File: config.mk
export PLATFORM = sky130hd
export DESIGN_NAME = kpi_key_pin_interrupt
export DESIGN_NICKNAME = d
export VERILOG_FILES = /design/src/kpi_pkg.sv /design/src/kpi_key_pin_interrupt.sv
export SDC_FILE = /design/constraint.sdc
export NUM_CORES = 1
export LEC_CHECK = 0
export ABC_AREA = 1
export BUFFER_PORTS_ARGS = -buffer_cell sky130_fd_sc_hd__buf_4
export CAP_MARGIN = 25
export CORE_ASPECT_RATIO = 1.1
export CORE_MARGIN = 8
export CORE_UTILIZATION = 35
export DETAILED_ROUTE_END_ITERATION = 6
export PLACE_DENSITY = 0.64
export SLEW_MARGIN = 20
export SYNTH_ARGS = -nofsm -noshare
export SYNTH_HDL_FRONTEND = slang
export SYNTH_SLANG_ARGS = --single-unit
File: constraint.sdc
create_clock -name CLOCK_I -period 2.1 [get_ports CLOCK_I]
set_input_delay 0.105 -clock CLOCK_I [delete_from_list [all_inputs] [get_ports CLOCK_I]]
set_output_delay 0.105 -clock CLOCK_I [all_outputs]
set_load 0.03 [all_outputs]
File: src/kpi_pkg.sv
// Package with register map, trigger codes and timing for the key interrupt
package kpi_pkg;
  localparam int KPI_CHANNELS = 8;
  localparam int KPI_ADDR_W = 12;
  // Register indexes; the byte address is four times the index
  localparam logic [7:0] KPI_IDX_CHANNEL_ENABLE = 8'hE9;
  localparam logic [7:0] KPI_IDX_CHANNEL_FLAGS = 8'hEA;
  localparam logic [7:0] KPI_IDX_TRIG_SEL_LOW = 8'hEB;
  localparam logic [7:0] KPI_IDX_TRIG_SEL_HIGH = 8'hEC;
  localparam logic [7:0] KPI_IDX_IRQ_STATUS = 8'hF0;
  localparam logic [7:0] KPI_IDX_IRQ_MASK = 8'hF1;
  localparam logic [1:0] KPI_IDX_LSB = 2'h2;
  localparam logic [7:0] KPI_REG_RESET = 8'h00;
  // Trigger types, coded as {select high, select low}
  localparam logic [1:0] KPI_TRIG_FALL = 2'h0;
  localparam logic [1:0] KPI_TRIG_RISE = 2'h1;
  localparam logic [1:0] KPI_TRIG_EITHER = 2'h2;
  localparam logic [1:0] KPI_TRIG_LOW = 2'h3;
  // AXI responses
  localparam logic [1:0] KPI_RESP_OKAY = 2'h0;
  localparam logic [1:0] KPI_RESP_SLVERR = 2'h2;
  // Flag delay after the pin changes, in machine cycles of one clock
  localparam int KPI_FLAG_DELAY_MCYC = 2;
  localparam int KPI_CLKS_PER_MCYC = 1;
  localparam int KPI_FLAG_DELAY_CYC = KPI_FLAG_DELAY_MCYC * KPI_CLKS_PER_MCYC;
endpackage : kpi_pkg

File: src/kpi_key_pin_interrupt.sv
// Key pin interrupt controller with AXI4-Lite register slave
// Summary of operation
// - Eight channels, each a source only when enabled
// - Triggered enabled channel sets flag, requests interrupt
// - Edge flags stay set until software clears
// - Select pair: fall, rise, either, low level
// - Bit x of two select registers per channel
// - Flag rises two machine cycles after trigger
// - Low mode flag is inverse pin, read-only
// - Key request wakes from idle and power-down
// - Enable, flags and selects reset to zero
//
// Design decision made here: the AXI4-Lite register port.
`timescale 1ns/10ps
`default_nettype none
module kpi_key_pin_interrupt
  import kpi_pkg::*;
(
  input wire logic CLOCK_I,
  input wire logic RST_N_I,
  input wire logic [kpi_pkg::KPI_CHANNELS-1:0] KEY_INPUT_PORT_I,
  input wire logic [kpi_pkg::KPI_ADDR_W-1:0] S_AXI_AWADDR_I,
  input wire logic S_AXI_AWVALID_I,
  output logic S_AXI_AWREADY_O,
  input wire logic [31:0] S_AXI_WDATA_I,
  input wire logic [3:0] S_AXI_WSTRB_I,
  input wire logic S_AXI_WVALID_I,
  output logic S_AXI_WREADY_O,
  output logic [1:0] S_AXI_BRESP_O,
  output logic S_AXI_BVALID_O,
  input wire logic S_AXI_BREADY_I,
  input wire logic [kpi_pkg::KPI_ADDR_W-1:0] S_AXI_ARADDR_I,
  input wire logic S_AXI_ARVALID_I,
  output logic S_AXI_ARREADY_O,
  output logic [31:0] S_AXI_RDATA_O,
  output logic [1:0] S_AXI_RRESP_O,
  output logic S_AXI_RVALID_O,
  input wire logic S_AXI_RREADY_I,
  output logic KEY_REQ_O,
  output logic WAKE_O,
  output logic IRQ_O
);
  import kpi_pkg::*;

  localparam int N = KPI_CHANNELS;

  logic [N-1:0] key_channel_enable;
  logic [N-1:0] key_channel_flags;
  logic [N-1:0] key_trigger_select_low;
  logic [N-1:0] key_trigger_select_high;
  logic [N-1:0] irq_status;
  logic [N-1:0] irq_mask;
  logic [N-1:0] pin_q;
  logic [N-1:0] pin_qq;
  logic [N-1:0] next_flags;
  logic [N-1:0] chan_event;
  logic [N-1:0] flag_clr;

  // Write channel state
  logic aw_held;
  logic w_held;
  logic [KPI_ADDR_W-1:0] aw_addr;
  logic [31:0] w_data;
  logic [3:0] w_strb;
  logic bvalid;
  logic [1:0] bresp;
  // Read channel state
  logic rvalid;
  logic [31:0] rdata;
  logic [1:0] rresp;

  // Address decode
  wire [7:0] wr_idx = aw_addr[KPI_IDX_LSB +: 8];
  wire [7:0] rd_idx = S_AXI_ARADDR_I[KPI_IDX_LSB +: 8];
  wire wr_fire = aw_held && w_held && !bvalid;
  wire wr_byte = wr_fire && w_strb[0];
  wire wr_en = wr_byte && (wr_idx == KPI_IDX_CHANNEL_ENABLE);
  wire wr_flags = wr_byte && (wr_idx == KPI_IDX_CHANNEL_FLAGS);
  wire wr_sel_lo = wr_byte && (wr_idx == KPI_IDX_TRIG_SEL_LOW);
  wire wr_sel_hi = wr_byte && (wr_idx == KPI_IDX_TRIG_SEL_HIGH);
  wire wr_status = wr_byte && (wr_idx == KPI_IDX_IRQ_STATUS);
  wire wr_mask = wr_byte && (wr_idx == KPI_IDX_IRQ_MASK);
  wire wr_mapped = (wr_idx == KPI_IDX_CHANNEL_ENABLE) ||
                   (wr_idx == KPI_IDX_CHANNEL_FLAGS) ||
                   (wr_idx == KPI_IDX_TRIG_SEL_LOW) ||
                   (wr_idx == KPI_IDX_TRIG_SEL_HIGH) ||
                   (wr_idx == KPI_IDX_IRQ_STATUS) ||
                   (wr_idx == KPI_IDX_IRQ_MASK);
  wire rd_fire = S_AXI_ARVALID_I && !rvalid;
  wire rd_en = rd_idx == KPI_IDX_CHANNEL_ENABLE;
  wire rd_flags = rd_idx == KPI_IDX_CHANNEL_FLAGS;
  wire rd_sel_lo = rd_idx == KPI_IDX_TRIG_SEL_LOW;
  wire rd_sel_hi = rd_idx == KPI_IDX_TRIG_SEL_HIGH;
  wire rd_status = rd_idx == KPI_IDX_IRQ_STATUS;
  wire rd_mask = rd_idx == KPI_IDX_IRQ_MASK;
  wire rd_mapped = rd_en || rd_flags || rd_sel_lo || rd_sel_hi ||
                   rd_status || rd_mask;
  wire [N-1:0] rd_value = rd_en ? key_channel_enable :
                          rd_flags ? key_channel_flags :
                          rd_sel_lo ? key_trigger_select_low :
                          rd_sel_hi ? key_trigger_select_high :
                          rd_status ? irq_status :
                          rd_mask ? irq_mask : '0;
  wire [N-1:0] wr_byte_data = w_data[N-1:0];

  // Handshake outputs
  assign S_AXI_AWREADY_O = !aw_held;
  assign S_AXI_WREADY_O = !w_held;
  assign S_AXI_BVALID_O = bvalid;
  assign S_AXI_BRESP_O = bresp;
  assign S_AXI_ARREADY_O = !rvalid;
  assign S_AXI_RVALID_O = rvalid;
  assign S_AXI_RDATA_O = rdata;
  assign S_AXI_RRESP_O = rresp;

  // Shared request, also the wake-up source
  assign KEY_REQ_O = |(key_channel_flags & key_channel_enable);
  assign WAKE_O = KEY_REQ_O;
  assign IRQ_O = |(irq_status & irq_mask);

  // Writing zero to an edge flag clears it
  assign flag_clr = wr_flags ? ~wr_byte_data : '0;

  // Per-channel trigger detection
  genvar i;
  generate
    for (i = 0; i < N; i++) begin : g_chan
      wire [1:0] mode = {key_trigger_select_high[i],
                         key_trigger_select_low[i]};
      wire fall = pin_qq[i] && !pin_q[i];
      wire rise = !pin_qq[i] && pin_q[i];
      wire level = mode == KPI_TRIG_LOW;
      wire hit = (mode == KPI_TRIG_FALL) ? fall :
                 (mode == KPI_TRIG_RISE) ? rise :
                 (mode == KPI_TRIG_EITHER) ? (fall || rise) :
                 !pin_q[i];
      assign chan_event[i] = key_channel_enable[i] && hit;
      // Level mode tracks the pin, edge set wins over clear
      assign next_flags[i] = level ? !pin_q[i] :
                             chan_event[i] ? 1'b1 :
                             flag_clr[i] ? 1'b0 : key_channel_flags[i];

      a_edge_sets_flag: assert property (@(posedge CLOCK_I)
        disable iff (!RST_N_I)
        (!KEY_INPUT_PORT_I[i] && pin_q[i] && key_channel_enable[i] &&
         mode == KPI_TRIG_FALL && !wr_en && !wr_sel_lo && !wr_sel_hi)
        |-> ##2 key_channel_flags[i])
        else $error("Falling edge did not set flag in two cycles");
      a_disabled_quiet: assert property (@(posedge CLOCK_I)
        disable iff (!RST_N_I)
        (!key_channel_enable[i] && !level && !key_channel_flags[i])
        |=> !key_channel_flags[i])
        else $error("Disabled channel raised an edge flag");
      a_level_follow: assert property (@(posedge CLOCK_I)
        disable iff (!RST_N_I)
        level |=> key_channel_flags[i] == !$past(pin_q[i]))
        else $error("Low level flag does not follow inverse pin");
      a_flag_sticky: assert property (@(posedge CLOCK_I)
        disable iff (!RST_N_I)
        (key_channel_flags[i] && !level && !flag_clr[i])
        |=> key_channel_flags[i])
        else $error("Edge flag dropped without a clear");
      a_rise_mode: assert property (@(posedge CLOCK_I)
        disable iff (!RST_N_I)
        (mode == KPI_TRIG_RISE && key_channel_enable[i] && fall &&
         !key_channel_flags[i]) |=> !key_channel_flags[i])
        else $error("Rising mode flagged a falling edge");
      a_flag_clear: assert property (@(posedge CLOCK_I)
        disable iff (!RST_N_I)
        (key_channel_flags[i] && !level && flag_clr[i] && !chan_event[i])
        |=> !key_channel_flags[i])
        else $error("Edge flag not cleared by software write");
      // Status and wake-up follow every enabled trigger
      a_status_set: assert property (@(posedge CLOCK_I)
        disable iff (!RST_N_I)
        chan_event[i] |=> irq_status[i])
        else $error("Channel event did not set its status bit");
      a_status_kept: assert property (@(posedge CLOCK_I)
        disable iff (!RST_N_I)
        (irq_status[i] && !(wr_status && wr_byte_data[i]))
        |=> irq_status[i])
        else $error("Status bit dropped without a clear");
      a_wake_any: assert property (@(posedge CLOCK_I)
        disable iff (!RST_N_I)
        (key_channel_flags[i] && key_channel_enable[i]) |-> WAKE_O)
        else $error("Enabled flag did not raise wake-up");
    end
  endgenerate

  // Pin sampling pipeline
  always_ff @(posedge CLOCK_I) begin
    if (!RST_N_I) begin
      pin_q <= '1;
      pin_qq <= '1;
    end else begin
      pin_q <= KEY_INPUT_PORT_I;
      pin_qq <= pin_q;
    end
  end

  // Channel registers
  always_ff @(posedge CLOCK_I) begin
    if (!RST_N_I) begin
      key_channel_enable <= KPI_REG_RESET;
      key_channel_flags <= KPI_REG_RESET;
      key_trigger_select_low <= KPI_REG_RESET;
      key_trigger_select_high <= KPI_REG_RESET;
    end else begin
      key_channel_flags <= next_flags;
      if (wr_en) begin
        key_channel_enable <= wr_byte_data;
      end
      if (wr_sel_lo) begin
        key_trigger_select_low <= wr_byte_data;
      end
      if (wr_sel_hi) begin
        key_trigger_select_high <= wr_byte_data;
      end
    end
  end

  // Sticky status, write one to clear, new event wins
  always_ff @(posedge CLOCK_I) begin
    if (!RST_N_I) begin
      irq_status <= KPI_REG_RESET;
      irq_mask <= KPI_REG_RESET;
    end else begin
      irq_status <= chan_event |
                    (irq_status & ~(wr_status ? wr_byte_data : '0));
      if (wr_mask) begin
        irq_mask <= wr_byte_data;
      end
    end
  end

  // AXI write path
  always_ff @(posedge CLOCK_I) begin
    if (!RST_N_I) begin
      aw_held <= 1'b0;
      w_held <= 1'b0;
      aw_addr <= '0;
      w_data <= '0;
      w_strb <= '0;
      bvalid <= 1'b0;
      bresp <= KPI_RESP_OKAY;
    end else begin
      if (S_AXI_AWVALID_I && !aw_held) begin
        aw_held <= 1'b1;
        aw_addr <= S_AXI_AWADDR_I;
      end
      if (S_AXI_WVALID_I && !w_held) begin
        w_held <= 1'b1;
        w_data <= S_AXI_WDATA_I;
        w_strb <= S_AXI_WSTRB_I;
      end
      if (wr_fire) begin
        bvalid <= 1'b1;
        bresp <= wr_mapped ? KPI_RESP_OKAY : KPI_RESP_SLVERR;
      end else if (bvalid && S_AXI_BREADY_I) begin
        bvalid <= 1'b0;
        aw_held <= 1'b0;
        w_held <= 1'b0;
      end
    end
  end

  // AXI read path
  always_ff @(posedge CLOCK_I) begin
    if (!RST_N_I) begin
      rvalid <= 1'b0;
      rdata <= '0;
      rresp <= KPI_RESP_OKAY;
    end else if (rd_fire) begin
      rvalid <= 1'b1;
      rdata <= {{(32 - N){1'b0}}, rd_value};
      rresp <= rd_mapped ? KPI_RESP_OKAY : KPI_RESP_SLVERR;
    end else if (rvalid && S_AXI_RREADY_I) begin
      rvalid <= 1'b0;
    end
  end

  a_reset_clears: assert property (@(posedge CLOCK_I)
    !RST_N_I |=> (key_channel_enable == '0 && key_channel_flags == '0 &&
                  key_trigger_select_low == '0 &&
                  key_trigger_select_high == '0))
    else $error("Registers not zero after reset");
  a_request_held: assert property (@(posedge CLOCK_I)
    disable iff (!RST_N_I)
    (KEY_REQ_O && key_channel_flags == $past(key_channel_flags) &&
     key_channel_enable == $past(key_channel_enable)) |-> $past(KEY_REQ_O))
    else $error("Request changed with flags and enables steady");
  a_wake_request: assert property (@(posedge CLOCK_I)
    disable iff (!RST_N_I)
    (key_channel_flags[0] && key_channel_enable[0]) |-> WAKE_O)
    else $error("Enabled flag did not raise wake-up");
  a_write_answer: assert property (@(posedge CLOCK_I)
    disable iff (!RST_N_I)
    (aw_held && w_held && !bvalid) |=> bvalid)
    else $error("Write response late");
  a_read_answer: assert property (@(posedge CLOCK_I)
    disable iff (!RST_N_I)
    (S_AXI_ARVALID_I && !rvalid) |=> rvalid)
    else $error("Read response late");
endmodule : kpi_key_pin_interrupt
`default_nettype wire

* Word level (Yosys, flattened, before mapping)
Index checks and enable logic that the tools add are counted.
Storage, ports and cells: word-level logic and storage cells 231, bits of input ports 75, register bits 99
Operators by class: equality and inequality tests 36, reductions and logical operators 96, bitwise logic cells 6, muxes and demuxes 68
Operator list (number):
- $eq 8x8->1 const B | 12
- $mux 8 | 8
- $mux 1 | 58
- $logic_and 1x1->1 | 38
- $eq 2x2->1 const B | 16
- $and 8x8->8 | 3
- $reduce_bool 3->1 | 8
- $logic_not 1->1 | 20
- $logic_or 1x1->1 | 18
- $eq 2x1->1 const B | 8
- $logic_not 2->1 | 8
- $not 8->8 | 2
- $reduce_or 8->1 | 2
- $or 8x8->8 | 1
- $mux 2 | 2
- $reduce_bool 2->1 | 2

* Logic depth before layout (Yosys ltp)
depth after elaboration 9, mapped depth 10

* Least setup slack after synthesis
OpenSTA, ideal clock, no wires.
kind register to register, start register rvalid, in the netlist S_AXI_RVALID_O, end register rdata[0], in the netlist S_AXI_RDATA_O[0], clock period less this slack 1.581 ns, arrival 1.511 ns, path buffers 1, cell stages (with the launch flop) 9, setup slack 0.519 ns, cells stage by stage dfxtp_1 -> inv_1 -> nand2_1 -> inv_1 -> clkbuf_1 -> o21ai_0 -> inv_1 -> nand2_1 -> a21oi_1
On the way: longest elaborated chain between the ends 2
RTL lines:
- start, declared | RTL line kpi_key_pin_interrupt.sv:68 | logic rvalid;
- start signal, assigned | RTL line kpi_key_pin_interrupt.sv:270 | rvalid <= 1'b0;
- start signal, assigned | RTL line kpi_key_pin_interrupt.sv:274 | rvalid <= 1'b1;
- start signal, assigned | RTL line kpi_key_pin_interrupt.sv:278 | rvalid <= 1'b0;
- $logic_not 1->1
- via S_AXI_ARREADY_O | RTL line kpi_key_pin_interrupt.sv:34 | output logic S_AXI_ARREADY_O,
- $logic_and 1x1->1 | RTL line kpi_key_pin_interrupt.sv:89 | wire rd_fire = S_AXI_ARVALID_I && !rvalid;
- end signal, assigned | RTL line kpi_key_pin_interrupt.sv:275 | rdata <= {{(32 - N){1'b0}}, rd_value};
- end, declared | RTL line kpi_key_pin_interrupt.sv:69 | logic [31:0] rdata;
The timed path passes the listed nets, and every way through them passes these cells. A chain may end at the register's enable or synchronous reset.

* Final worst setup path
start register w_held, end register irq_status[2]
On the way: longest elaborated chain between the ends 8
RTL lines:
- start, declared | RTL line kpi_key_pin_interrupt.sv:61 | logic w_held;
- start signal, assigned | RTL line kpi_key_pin_interrupt.sv:240 | w_held <= 1'b0;
- start signal, assigned | RTL line kpi_key_pin_interrupt.sv:252 | w_held <= 1'b1;
- start signal, assigned | RTL line kpi_key_pin_interrupt.sv:262 | w_held <= 1'b0;
- $logic_and 1x1->1 (2 in a row) | RTL line kpi_key_pin_interrupt.sv:75 | wire wr_fire = aw_held && w_held && !bvalid;
- $logic_and 1x1->1 | RTL line kpi_key_pin_interrupt.sv:76 | wire wr_byte = wr_fire && w_strb[0];
- $logic_and 1x1->1 | RTL line kpi_key_pin_interrupt.sv:81 | wire wr_status = wr_byte && (wr_idx == KPI_IDX_IRQ_STATUS);
- $mux 8 | RTL line kpi_key_pin_interrupt.sv:229 | (irq_status & ~(wr_status ? wr_byte_data : '0));
- $not 8->8 | RTL line kpi_key_pin_interrupt.sv:229
- $and 8x8->8 | RTL line kpi_key_pin_interrupt.sv:229
- $or 8x8->8 | RTL line kpi_key_pin_interrupt.sv:228 | irq_status <= chan_event |
- end signal, assigned | RTL line kpi_key_pin_interrupt.sv:228
- end, declared | RTL line kpi_key_pin_interrupt.sv:51 | logic [N-1:0] irq_status;
No other way between the ends.

==> run metrics <==
CTS tree=built; area share of fa/ha/maj cells after synthesis=4.22%; Yosys top cell by area=dfxtp_1; # IOs=119; vias in the first global route=between 4,000 and 5,000; source of the worst hold timing path=S_AXI_AWVALID_I; cell area power density=709 nW/um2; Post-Synth XOR/XNOR Area=0%; initial DRC count=298; die width=between 100 and 150 um; Max Freq=~0.61 GHz; synth top area cells=dfxtp_1, nand2_1, o21ai_0, a21oi_1, nand3_1; combinational cell fraction of total power=roughly 10%; Area Overhead vs Synth=18.7%; clock sink count=95; reg2reg setup slack=470 ps; slowest CP cell=nand4_1; outcome=complete, no violations; initial antenna violation count=0; register area share after synthesis=40.1%; Layout Skew=roughly 9 ps; switching part of the total power=26.0%; Yosys warning total=0; Buffers on Ports=57; Final Setup Violations=0; Seq pwr share=47.1%; placer congestion estimate=0.798; main combinational cell family by area after synthesis=simple AND/OR/NAND/NOR gates; Leak=2.54 nW; Cell Area, Placed=5210 um2; Synth Area per Inst=7.43 um2; CP Buf/Inv Count=1; Root Buffer=clkbuf_16; Remaining DRCs=0; Worst Path Required=2320 ps; worst slack, placed=480 ps; CP Capture Type=flop; global-route wire length before repair=about 20,000 um; cell area after layout=5630 um2; pin count of the biggest net entering global routing=39; Reg2Reg Depth=5; simple-gate portion of the synthesized area=roughly 26%; total die area=17,500 um2; Clock Power Share=a little over two fifths; setup TNS=0 ps; first-pass iteration count of the detailed router=5; mux cell area share after synthesis=0%; post_cts resized=0; multi-input logic area=2360 um2; total global-route track usage=13.9%; share of layout cells above drive strength 1=15.4%; fin worst setup slack=466 ps; hold depth=3; Routed wire per std cell=between 10 and 15 um; Starting Density=35.9%; CP peak stage delay=400 ps; max-slew violations=0; Worst VDD drop=between 0.0003 and 0.0004 V; HP Class=input port to flop; Internal=2.96 mW; commonest non-fill, non-tap cell in the layout=nand2_1; die height=138 um; total wire length=12,100 um; Final Hold Fails=0; worst min-delay path endpoint=aw_held; H-tree depth=3; antenna cell count=0; cell breakdown of the critical path=inv_2 > nor3_4 > nand4_1 > o21ai_0 > a21oi_1; Final Critical Period=1630 ps; Startpoint Class=flop; Routed Antenna Nets=0; critical path class=flop to flop; CTS Hold Buffers Added=12; Worst-path clk slew=70 ps; RSZ-0062 raised after global routing=false; global route overflow=0; num rows=44; Max-slew headroom=57.9%; NetSw=roughly 1.0 mW; nets=roughly 800; slew at the pin with the worst max-slew slack=629 ps; Synth Cell Area=between 4000 and 5000 um2; total power draw=3.99 mW; Mapped Cells=639; RR Endpoint=irq_status[2]; total vias in the final route=4,264; core area=13,200 um2; clk_lat worst skew=350 ps; Synth top area share=40.1%; Yosys reg bits=between 90 and 100; Tcrit/Tclk final=77.8%; Synth Area in Compound Gates=17.9%; r2r startpoint=w_held; commonest cells after routing, fill and taps aside=nand2_1, dfxtp_1, inv_1, o21ai_0, buf_4; Vias/cell=between 4 and 5; Worst Path Max Fanout=8; Max-Cap Viols=0; Max clock buf depth=2; Critical Path AT=1850 ps; Reg area=1900 um2; CTS Buf Count=9; Layout fillers=1,367; Unique masters post-synth=32; number of setup buffers added after CTS=0; CP top delay family=simple AND/OR/NAND/NOR gates; Detail Placement HPWL=roughly 8500 um
worst min-delay path: stages:
cell	delay [ps]
buf_4	70
inv_1	40
a21oi_1	120
cell usage after synthesis, drive strengths merged:
master  count
o21ai      69
a22o        1
dfxtp      95
nor2       43
conb        1
nand2     120
nand3b      6
a21oi      66
buf        35
ha         16
nor3       11
or2         8
nand3      53
inv        68
a221oi      4
nand4      15
a211oi     12
clkbuf     14
o21bai      1
o21a        1
registers in the layout (all words and copies together) (netlist names), 8 cells and up:
signal / flops
key_channel_flags: 8
irq_mask: 8
S_AXI_RDATA_O: 8
pin_q: 8
key_channel_enable: 8
aw_addr: 8
w_data: 8
key_trigger_select_low: 8
key_trigger_select_high: 8
irq_status: 8
pin_qq: 8
how the worst max path moves through the flow:
stage                   start                    end  cells past startpoint
2_1_floorplan  S_AXI_RVALID_O       S_AXI_RDATA_O[0]                      8
3_3_place_gp       aw_addr[5]          irq_status[3]                      6
3_5_place_dp           w_held          irq_status[2]                      5
4_1_cts                w_held          irq_status[2]                      5
5_1_grt            aw_addr[9]  key_channel_enable[1]                      6
6_report               w_held          irq_status[2]                      5
per-stage QoR:
stage | instances | util [%] | hold WS (ps)
3_5_place_dp | 841 | 39.4 | 294
6_report | 869 | 42.6 | 21.0
2_1_floorplan | 664 | - | 212
4_1_cts | 869 | 42.6 | 15.0
5_1_grt | 869 | 42.6 | 41.9
3_3_place_gp | 841 | 39.4 | 293
cells by family (layout without fill, tap and decap cells):
kind of cell / count (synthesis) / count (layout)
and+or+nand+nor: 256 / 256
AOI/OAI and AO/OA: 154 / 154
DFF: 95 / 95
other: 1 / 26
adders and majority gates: 16 / 16
buffers and inverters: 117 / 161
power by group through the flow:
| stage | Sequential, mW | Combinational [mW] | Clock [mW] |
|---|---|---|---|
| 2_1_floorplan | 1.93 | 0.289 | 0 |
| 3_3_place_gp | 1.92 | 0.388 | 0 |
| 3_5_place_dp | 1.92 | 0.392 | 0 |
| 4_1_cts | 1.88 | 0.411 | 1.73 |
| 5_1_grt | 1.89 | 0.456 | 1.81 |
| 6_report | 1.88 | 0.409 | 1.70 |
per-layer routing:
metal	up-vias	GRT usage (%)	share of wire, %
li1	2208	-	-
met1	1902	18.7	47
met5	-	0	0
met3	16	2.69	7.2
met4	0	5.77	1.6
met2	138	21.1	44
cell type report:
type | instances | share of cell area (%)
well taps | 161 | 3.58
clock inverters | 5 | 1.13
clock buffers | 11 | 4.31
inverters | 68 | 4.53
flip-flops and latches | 95 | 33.8
repair buffers | 77 | 10.8
multi-input cells | 452 | 41.9
(Power assumes the default switching activity.)
